**config.mk**
```make
export PLATFORM = sky130hd
export DESIGN_NAME = tio_trigger_pin
export DESIGN_NICKNAME = d
export VERILOG_FILES = /design/src/rtl/tio_pkg.sv /design/src/rtl/tio_pwm.sv /design/src/rtl/tio_trigger_pin.sv
export SDC_FILE = /design/constraint.sdc
export NUM_CORES = 1
export LEC_CHECK = 0
export BUFFER_PORTS_ARGS = -buffer_cell sky130_fd_sc_hd__buf_2
export CAP_MARGIN = 10
export CORE_MARGIN = 2
export CORE_UTILIZATION = 50
export CTS_CLUSTER_DIAMETER = 40
export DETAILED_ROUTE_END_ITERATION = 16
export PLACE_DENSITY = 0.74
export SLEW_MARGIN = 20
export SYNTH_ARGS = -nofsm -noshare
export SYNTH_HDL_FRONTEND = slang
export SYNTH_SLANG_ARGS = --single-unit
```
**constraint.sdc**
```tcl
create_clock -name i_core_clk -period 5.39 [get_ports i_core_clk]
set_clock_uncertainty 0.1 [all_clocks]
set_input_delay 1.078 -clock i_core_clk [delete_from_list [all_inputs] [get_ports i_core_clk]]
set_output_delay 1.078 -clock i_core_clk [all_outputs]
set_load 0.02 [all_outputs]
```
**src/rtl/tio_pkg.sv**
```systemverilog
// Package of constants and types for the trigger I/O pin block.
package tio_pkg;

	// Register offsets on the plain register port.
	localparam logic [3:0] TIO_OFS_CTRL = 4'h0;
	localparam logic [3:0] TIO_OFS_PWM_PERIOD = 4'h1;
	localparam logic [3:0] TIO_OFS_PWM_HIGH = 4'h2;
	localparam logic [3:0] TIO_OFS_STATUS = 4'h3;
	localparam logic [3:0] TIO_OFS_COMMAND = 4'h4;

	// Control register fields.
	localparam int TIO_CTRL_FUNC_LSB = 0;
	localparam int TIO_CTRL_DIR_BIT = 2;
	localparam int TIO_CTRL_TARGET_LSB = 3;
	localparam int TIO_CTRL_INVERT_BIT = 5;
	localparam int TIO_CTRL_OUTSEL_LSB = 6;
	localparam int TIO_CTRL_SEQSRC_BIT = 8;
	localparam logic [8:0] TIO_CTRL_RESET = 9'h000;

	// Command register fields.
	localparam int TIO_CMD_TRIG_BIT = 0;
	localparam int TIO_CMD_ACQ_BIT = 1;

	// Status register fields.
	localparam int TIO_STAT_LEVEL_BIT = 0;
	localparam int TIO_STAT_ARMED_BIT = 1;
	localparam int TIO_STAT_PULSE_BIT = 2;

	// Timing: least low time of a trigger pulse.
	localparam int TIO_CLK_HZ = 25000000;
	localparam int TIO_LOW_MIN_US = 30;
	localparam int TIO_LOW_CYCLES = (TIO_LOW_MIN_US * TIO_CLK_HZ + 999999) / 1000000;
	localparam int TIO_CNT_W = 12;
	localparam logic [TIO_CNT_W-1:0] TIO_LOW_CNT = TIO_CNT_W'(TIO_LOW_CYCLES);
	localparam logic [TIO_CNT_W-1:0] TIO_CNT_ZERO = 12'h000;
	localparam logic [TIO_CNT_W-1:0] TIO_CNT_ONE = 12'h001;

	// PWM defaults.
	localparam int TIO_PWM_W = 16;
	localparam logic [15:0] TIO_PWM_PERIOD_RESET = 16'h0064;
	localparam logic [15:0] TIO_PWM_HIGH_RESET = 16'h0032;

	// Pin functions.
	typedef enum logic [1:0] {
		TIO_FUNC_TRIG = 2'b00,
		TIO_FUNC_INPUT = 2'b01,
		TIO_FUNC_OUTPUT = 2'b10
	} tio_func_t;

	// Trigger-input targets.
	typedef enum logic [1:0] {
		TIO_TGT_METER = 2'b00,
		TIO_TGT_DLOG = 2'b01,
		TIO_TGT_SEQ = 2'b10
	} tio_target_t;

	// Output value selection.
	typedef enum logic [1:0] {
		TIO_OUT_FALSE = 2'b00,
		TIO_OUT_TRUE = 2'b01,
		TIO_OUT_PWM = 2'b10
	} tio_outsel_t;

	// Trigger-output pulse generator states.
	typedef enum logic [0:0] {
		TIO_PST_IDLE = 1'b0,
		TIO_PST_LOW = 1'b1
	} tio_pstate_t;

endpackage

```
**src/rtl/tio_pwm.sv**
```systemverilog
// PWM waveform generator for the trigger I/O pin.
`timescale 1ns/100ps
module tio_pwm
	import tio_pkg::*;
#(
	parameter int W = TIO_PWM_W
) (
	// Clock and reset.
	input wire logic i_core_clk,
	input wire logic i_reset,
	// Settings.
	input wire logic [W-1:0] i_period,
	input wire logic [W-1:0] i_high,
	// Waveform.
	output logic o_wave
);
	logic [W-1:0] count;
	logic [W-1:0] next_count;
	logic wave;
	logic next_wave;

	// Counts one period of i_period cycles; high while count is below i_high.
	always_comb begin
		if (count + W'(1) >= i_period) begin
			next_count = '0;
		end else begin
			next_count = count + W'(1);
		end
		next_wave = (next_count < i_high);
	end

	// Registers the counter and the waveform.
	always_ff @(posedge i_core_clk or posedge i_reset) begin
		if (i_reset) begin
			count <= '0;
			wave <= 1'b0;
		end else begin
			count <= next_count;
			wave <= next_wave;
		end
	end

	assign o_wave = wave;
endmodule

```
**src/rtl/tio_trigger_pin.sv**
```systemverilog
// Trigger I/O pin: trigger, level input and digital output functions.
`timescale 1ns/100ps
module tio_trigger_pin
	import tio_pkg::*;
#(
	parameter int LOW_CYCLES = TIO_LOW_CYCLES
) (
	// Clock and reset.
	input wire logic i_core_clk,
	input wire logic i_reset,
	// Register port.
	input wire logic [3:0] i_addr,
	input wire logic [15:0] i_wdata,
	input wire logic i_write,
	input wire logic i_read,
	output logic [15:0] o_rdata,
	// Internal trigger event from the instrument.
	input wire logic i_internal_trig,
	// Pin.
	input wire logic i_pin,
	output logic o_pin,
	output logic o_pin_oe,
	// Starts of target functions.
	output logic o_start_meter,
	output logic o_start_dlog,
	output logic o_start_sequence,
	// Level input value.
	output logic o_input_value
);
	localparam logic [TIO_CNT_W-1:0] LOW_CNT = TIO_CNT_W'(LOW_CYCLES);

	// Register state.
	logic [8:0] ctrl;
	logic [8:0] next_ctrl;
	logic [15:0] pwm_period;
	logic [15:0] next_pwm_period;
	logic [15:0] pwm_high;
	logic [15:0] next_pwm_high;
	logic meter_armed;
	logic next_meter_armed;
	logic [15:0] rdata;
	logic [15:0] next_rdata;

	// Pin synchroniser and filter.
	logic sync1;
	logic sync2;
	logic sync3;
	logic pin_level;
	logic next_pin_level;
	logic [TIO_CNT_W-1:0] low_count;
	logic [TIO_CNT_W-1:0] next_low_count;
	logic low_seen;
	logic next_low_seen;

	// Pulse generator.
	tio_pstate_t pstate;
	tio_pstate_t next_pstate;
	logic [TIO_CNT_W-1:0] pcount;
	logic [TIO_CNT_W-1:0] next_pcount;

	// Registered outputs.
	logic pin_out;
	logic next_pin_out;
	logic pin_oe;
	logic next_pin_oe;
	logic start_meter;
	logic next_start_meter;
	logic start_dlog;
	logic next_start_dlog;
	logic start_seq;
	logic next_start_seq;
	logic input_value;
	logic next_input_value;

	// Decoded settings.
	tio_func_t func;
	tio_target_t target;
	tio_outsel_t outsel;
	logic invert;
	logic dir_out;
	logic seq_src_ext;
	logic pwm_wave;
	logic cmd_trig;
	logic cmd_acq;
	logic ext_pulse;
	logic any_trig;

	assign func = tio_func_t'(ctrl[TIO_CTRL_FUNC_LSB +: 2]);
	assign dir_out = ctrl[TIO_CTRL_DIR_BIT];
	assign target = tio_target_t'(ctrl[TIO_CTRL_TARGET_LSB +: 2]);
	assign invert = ctrl[TIO_CTRL_INVERT_BIT];
	assign outsel = tio_outsel_t'(ctrl[TIO_CTRL_OUTSEL_LSB +: 2]);
	assign seq_src_ext = ctrl[TIO_CTRL_SEQSRC_BIT];
	assign cmd_trig = i_write && (i_addr == TIO_OFS_COMMAND) && i_wdata[TIO_CMD_TRIG_BIT];
	assign cmd_acq = i_write && (i_addr == TIO_OFS_COMMAND) && i_wdata[TIO_CMD_ACQ_BIT];

	// PWM source for the output function.
	tio_pwm #(
		.W(TIO_PWM_W)
	) u_pwm (
		.i_core_clk(i_core_clk),
		.i_reset(i_reset),
		.i_period(pwm_period),
		.i_high(pwm_high),
		.o_wave(pwm_wave)
	);

	// Register writes and read data.
	always_comb begin
		next_ctrl = ctrl;
		next_pwm_period = pwm_period;
		next_pwm_high = pwm_high;
		next_rdata = 16'h0000;
		if (i_write) begin
			case (i_addr)
				TIO_OFS_CTRL: next_ctrl = i_wdata[8:0];
				TIO_OFS_PWM_PERIOD: next_pwm_period = i_wdata;
				TIO_OFS_PWM_HIGH: next_pwm_high = i_wdata;
				default: next_ctrl = ctrl;
			endcase
		end
		if (i_read) begin
			case (i_addr)
				TIO_OFS_CTRL: next_rdata = {7'h00, ctrl};
				TIO_OFS_PWM_PERIOD: next_rdata = pwm_period;
				TIO_OFS_PWM_HIGH: next_rdata = pwm_high;
				TIO_OFS_STATUS: begin
					next_rdata[TIO_STAT_LEVEL_BIT] = input_value;
					next_rdata[TIO_STAT_ARMED_BIT] = meter_armed;
					next_rdata[TIO_STAT_PULSE_BIT] = (pstate == TIO_PST_LOW);
				end
				default: next_rdata = 16'h0000;
			endcase
		end
	end

	// Filters the pin: a low level that lasts the least low time counts as a pulse once the pin returns high.
	always_comb begin
		next_pin_level = pin_level;
		if (sync2 == sync3) begin
			next_pin_level = sync3;
		end
		// Polarity applies before the pulse is measured.
		next_low_count = low_count;
		next_low_seen = low_seen;
		ext_pulse = 1'b0;
		if (func != TIO_FUNC_TRIG || dir_out) begin
			next_low_seen = 1'b0; // Filter rests outside trigger-in; no stale low replays.
			next_low_count = TIO_CNT_ZERO;
		end else if ((pin_level ^ invert) == 1'b0) begin
			if (low_count != LOW_CNT) begin
				next_low_count = low_count + TIO_CNT_ONE;
			end else begin
				next_low_seen = 1'b1;
			end
		end else begin
			ext_pulse = low_seen;
			next_low_seen = 1'b0;
			next_low_count = TIO_CNT_ZERO;
		end
	end

	// Trigger input dispatch, meter arming and level input value.
	always_comb begin
		next_start_meter = 1'b0;
		next_start_dlog = 1'b0;
		next_start_seq = 1'b0;
		next_meter_armed = meter_armed;
		next_input_value = input_value;
		any_trig = i_internal_trig || (cmd_trig && !seq_src_ext);
		if (cmd_acq) begin
			next_meter_armed = 1'b1;
		end
		if (cmd_trig && !seq_src_ext) begin
			next_start_seq = 1'b1;
		end
		if (func == TIO_FUNC_TRIG && !dir_out && ext_pulse) begin
			case (target)
				TIO_TGT_METER: begin
					next_start_meter = meter_armed || cmd_acq;
					next_meter_armed = 1'b0;
				end
				TIO_TGT_DLOG: next_start_dlog = 1'b1;
				TIO_TGT_SEQ: next_start_seq = seq_src_ext || next_start_seq;
				default: next_start_dlog = 1'b0;
			endcase
		end
		if (func == TIO_FUNC_INPUT) begin
			next_input_value = pin_level ^ invert;
		end
	end

	// Trigger-output pulse generator.
	always_comb begin
		next_pstate = pstate;
		next_pcount = pcount;
		case (pstate)
			TIO_PST_IDLE: begin
				if (func == TIO_FUNC_TRIG && dir_out && any_trig) begin
					next_pstate = TIO_PST_LOW;
					next_pcount = TIO_CNT_ONE;
				end
			end
			TIO_PST_LOW: begin
				if (pcount >= LOW_CNT) begin
					next_pstate = TIO_PST_IDLE;
				end else begin
					next_pcount = pcount + TIO_CNT_ONE;
				end
			end
			default: next_pstate = TIO_PST_IDLE;
		endcase
	end

	// Pin drive by function and polarity.
	always_comb begin
		next_pin_out = 1'b1;
		next_pin_oe = 1'b0;
		case (func)
			TIO_FUNC_TRIG: begin
				next_pin_oe = dir_out;
				next_pin_out = (next_pstate != TIO_PST_LOW) ^ invert;
			end
			TIO_FUNC_OUTPUT: begin
				next_pin_oe = 1'b1;
				case (outsel)
					TIO_OUT_TRUE: next_pin_out = invert;
					TIO_OUT_FALSE: next_pin_out = !invert;
					TIO_OUT_PWM: next_pin_out = pwm_wave ^ invert;
					default: next_pin_out = !invert;
				endcase
			end
			default: next_pin_oe = 1'b0;
		endcase
	end

	// Registers all state.
	always_ff @(posedge i_core_clk or posedge i_reset) begin
		if (i_reset) begin
			ctrl <= TIO_CTRL_RESET;
			pwm_period <= TIO_PWM_PERIOD_RESET;
			pwm_high <= TIO_PWM_HIGH_RESET;
			meter_armed <= 1'b0;
			rdata <= 16'h0000;
			sync1 <= 1'b1;
			sync2 <= 1'b1;
			sync3 <= 1'b1;
			pin_level <= 1'b1;
			low_count <= TIO_CNT_ZERO;
			low_seen <= 1'b0;
			pstate <= TIO_PST_IDLE;
			pcount <= TIO_CNT_ZERO;
			pin_out <= 1'b1;
			pin_oe <= 1'b0;
			start_meter <= 1'b0;
			start_dlog <= 1'b0;
			start_seq <= 1'b0;
			input_value <= 1'b0;
		end else begin
			ctrl <= next_ctrl;
			pwm_period <= next_pwm_period;
			pwm_high <= next_pwm_high;
			meter_armed <= next_meter_armed;
			rdata <= next_rdata;
			sync1 <= i_pin;
			sync2 <= sync1;
			sync3 <= sync2;
			pin_level <= next_pin_level;
			low_count <= next_low_count;
			low_seen <= next_low_seen;
			pstate <= next_pstate;
			pcount <= next_pcount;
			pin_out <= next_pin_out;
			pin_oe <= next_pin_oe;
			start_meter <= next_start_meter;
			start_dlog <= next_start_dlog;
			start_seq <= next_start_seq;
			input_value <= next_input_value;
		end
	end

	assign o_rdata = rdata;
	assign o_pin = pin_out;
	assign o_pin_oe = pin_oe;
	assign o_start_meter = start_meter;
	assign o_start_dlog = start_dlog;
	assign o_start_sequence = start_seq;
	assign o_input_value = input_value;
endmodule
```
==> results summary <==
The starting utilization of the core area came out at 0.5149. Setup repair after global routing left no endpoint under its margin. The post-synthesis sequential area ratio is 0.4958. The internal cell power came out at 0.001757 W.

Of all flip-flops after synthesis, the portion carrying an async set or reset was 1.000. The clock root buffer is clkbuf_16. Counting every instance in the synthesized netlist gives 515. The post-route standard cell area excluding fillers came out at 6319 um^2. The hold violation total from the final report was 0.

In this run, the number of DRC markers left after iteration 0 of detailed routing was 200. The number of search-and-repair iterations in the first detailed-routing pass came out at 4. The hold buffer count at CTS is 0. At the pin with the least slew margin, the transition time is 0.9318 ns. Counting flops and latches in the post-synthesis netlist gives 111. The fraction of the cycle the final worst path needs is 0.7583. In the routed layout, each cell is associated on average with a via count of 5.465. The number of buffers added by the clock tree synthesis step came out at 9. The post-synthesis cell area came out at 5630 um^2. The total overflow left after global routing is 0. STA classifies the critical path startpoint as a flip-flop. The y dimension of the die came out at 110.1 um. The insertion delay of the later-clocked pin in the worst-skew pair is 0.35 ns. The number of placed I/O pins is 48. Of the total synthesized cell area, the portion taken by full adders, half adders and majority gates is 0.08622. The share of the synthesized area in the top cell type is 0.4444. The flow ran to the end, and the final reports show no timing, DRC or antenna violations. The die width is 110.1 um.

After clock tree synthesis, the repair step resized 0 gates. For this run, the number of Yosys warnings is 0. The number of buffers inserted to repair setup after CTS is 0. The worst setup margin came out at 1.303 ns. The routed layout has 3,875 vias.

The number of global-route vias before repair came out at 4,041. The full die area is 12,130 um^2. Of the total power, the share spent switching nets is 0.3241. The synthesized netlist contains 53 unique library cells. The tool flagged a number of max-cap violations equal to 0. Entering global routing, the biggest net connects 76 pins. The library cell used most frequently in the layout, excluding fill and tap cells, is dfrtp_1.

The global-route wire length before repair came out at 20,160 um. Leaving out fill and tap cells, the most frequent cells in the layout are dfrtp_1 (100), nor2_1 (59), buf_2 (47). The number of buffers on the longest clock path came out at 2. The share of total power dissipated in combinational logic is 0.281. The share of power burned in registers came out at 0.446.

The worst hold path begins at sync1. The xor and xnor fraction of the mapped netlist area came out at 0.04511. By area the synthesized netlist is led by dfrtp_1 (44%), ha_1 (8.4%), mux2_2 (8.4%). The peak supply drop came out at 0.2819 mV. The number of H-tree levels came out at 3.

The global placement routability congestion is 0.8988. The achievable clock frequency is 0.2447 GHz. Yosys mapped a number of flops with a built-in enable equal to 0. The total global-route track usage is 0.2201. The post-route antenna net violation count came out at 0. Power spread over the standard cell area amounts to 411.4 nW/um^2. The area inside the core boundary came out at 10,940 um^2. The final HPWL from detailed placement came out at 8621 um.

The power after layout is 0.002599 W. The layout cell share with drive strength beyond 1 came out at 0.2267. The worst setup timing slack at the placement stage is 1.341 ns. In this run the critical register-to-register path is launched from u_pwm.count[0]. Of the total power, the clock network draws 0.273. STA classifies the critical path endpoint as a flip-flop. The leading area contributor after synthesis is dfrtp_1. The count of endpoints failing setup in the final report is 0.

0 antenna diodes ended up in the layout. The maximum fanout along the worst path is 17. The reported net switching power is 0.0008425 W.

The post-synth net total came out at 579. By area, the combinational part of the netlist is dominated by simple AND/OR/NAND/NOR gates. The critical path starts at u_pwm.count[0]. STA puts the critical path data arrival time at 4.23 ns. The clock sink count came out at 111.

After detailed routing, the average wire length per cell comes to 16.83 um. The area growth from synthesis to layout is 12.22%. The post-placement cell area is 6002 um^2. The number of antenna violations at the first check in global routing is 0. The shortest period the worst path allows came out at 4.087 ns.

The area share of and/or/nand/nor cells after synthesis is 0.1602. The most used flip-flop cell after synthesis is dfrtp_1. TritonCTS built the clock tree. In the routed design, unresolved DRC markers number 0. The average instance in the mapped netlist occupies 10.93 um^2. The total wire length is 11,930 um.

The final layout contains 628 nets. The clock transition at the registers of the reported paths is 0.07 ns. The floorplan has 38 rows. Summed over all cells, the static leakage comes to 3.088 nW. The number of buffers added on ports came out at 47.

Summed over all failing endpoints, the final setup total negative slack is 0 ns. In this run the tightest slew margin relative to its limit is 0.3788. The compound-cell area share of the yosys netlist is 0.06956. The classification of the worst setup path is flip-flop to flip-flop.

In this run the worst hold path is classified as flip-flop to flip-flop. At the worst endpoint, the required time is 5.53 ns. The number of max-slew violations in the final report is 0.

The fraction of synthesized area in multiplexers came out at 0.1084.
-- power groups by stage --
stage          clock network, W  registers [W]  logic [W]
4_1_cts                0.000721        0.00116   0.000734
2_1_floorplan                 0        0.00114   0.000535
3_3_place_gp                  0        0.00116   0.000690
3_5_place_dp                  0        0.00117   0.000717
5_1_grt                0.000757        0.00118   0.000836
6_report               0.000710        0.00116   0.000730
-- registers in the layout (all words and copies together) (netlist names), 9 cells and up --
| name | cells |
|---|---|
| pwm_high | 16 |
| u_pwm.count | 16 |
| low_count | 12 |
| pcount | 12 |
| o_rdata | 16 |
| pwm_period | 16 |
| ctrl | 9 |
-- logic make-up (layout without fill, tap and decap cells) --
group           count (synthesis)  in the layout
compound gates                 60             60
mux                            52             52
flops                         111            111
simple gates                  175            175
xor+xnor                       29             29
fa+ha+maj                      39             39
buf+inv                        49            103
-- critical path: stages, from the launching register on --
cell	delay (ns)
dfrtp_1	0.46
ha_1	0.25
and3_1	0.24
nand4_1	0.13
xnor2_1	0.17
ha_1	0.28
nand2_1	0.04
nor2_1	0.13
nand2_1	0.08
o21ai_2	0.59
nor2b_1	0.15
ha_1	0.34
and3_1	0.21
nand4_1	0.14
nor4_1	0.38
nand2b_1	0.10
o211a_1	0.21
-- worst paths after layout --
kind                                endpoint  slack, ns  cells after the start
worst max-delay path            u_pwm.o_wave       1.30                     16
worst max register to register  u_pwm.o_wave       1.30                     16
worst min-delay path                   sync2       0.26                      0
worst min register to register         sync2       0.26                      0
min in group asynchronous       low_count[5]       0.82                      2
max in group asynchronous        pwm_high[1]       3.32                      3
-- Yosys cell counts, drive strengths merged, types with 2 or more instances --
| cell type | n |
|---|---|
| or2 | 3 |
| a211oi | 4 |
| and2 | 4 |
| nand4 | 11 |
| nor4b | 2 |
| inv | 39 |
| nand4b | 2 |
| mux2 | 42 |
| ha | 38 |
| and4 | 2 |
| buf | 6 |
| nor2b | 21 |
| a22oi | 7 |
| nor3 | 8 |
| dfrtp | 100 |
| o21a | 2 |
| a31oi | 2 |
| nor3b | 3 |
| dfstp | 11 |
| o21ai | 9 |
| clkbuf | 4 |
| nand3 | 13 |
| xor2 | 10 |
| a21o | 3 |
| and4b | 2 |
| a21oi | 25 |
| mux4 | 3 |
| mux2i | 7 |
| o211a | 3 |
| nor2 | 59 |
| nand2 | 27 |
| xnor2 | 19 |
| and3 | 13 |
-- metrics by stage --
stage	utilization	hold slack (ns)	instances
4_1_cts	0.5778	0.2590	709
3_5_place_dp	0.5489	0.2495	693
3_3_place_gp	0.5489	0.2492	693
6_report	0.5778	0.2580	709
5_1_grt	0.5778	0.2605	709
2_1_floorplan	-	0.2452	515
-- routing by layer --
metal / vias to the layer above / routed length (um) / track usage
met5: - / 0 / 0
met4: 0 / 210 / 0.08214
met3: 16 / 442 / 0.04409
met2: 69 / 5703 / 0.3427
met1: 1906 / 5575 / 0.3061
li1: 1884 / - / -
-- layout make-up --
type / count / area (um^2)
fillers: 939 / 4617
well taps: 140 / 175.2
clock buffers: 12 / 246.5
flip-flops and latches: 111 / 2791
inverters: 39 / 148.9
multi-input cells: 355 / 2644
clock inverters: 4 / 70.07
repair buffers: 48 / 242.7
No activity file was read; power rests on OpenSTA's default activity.
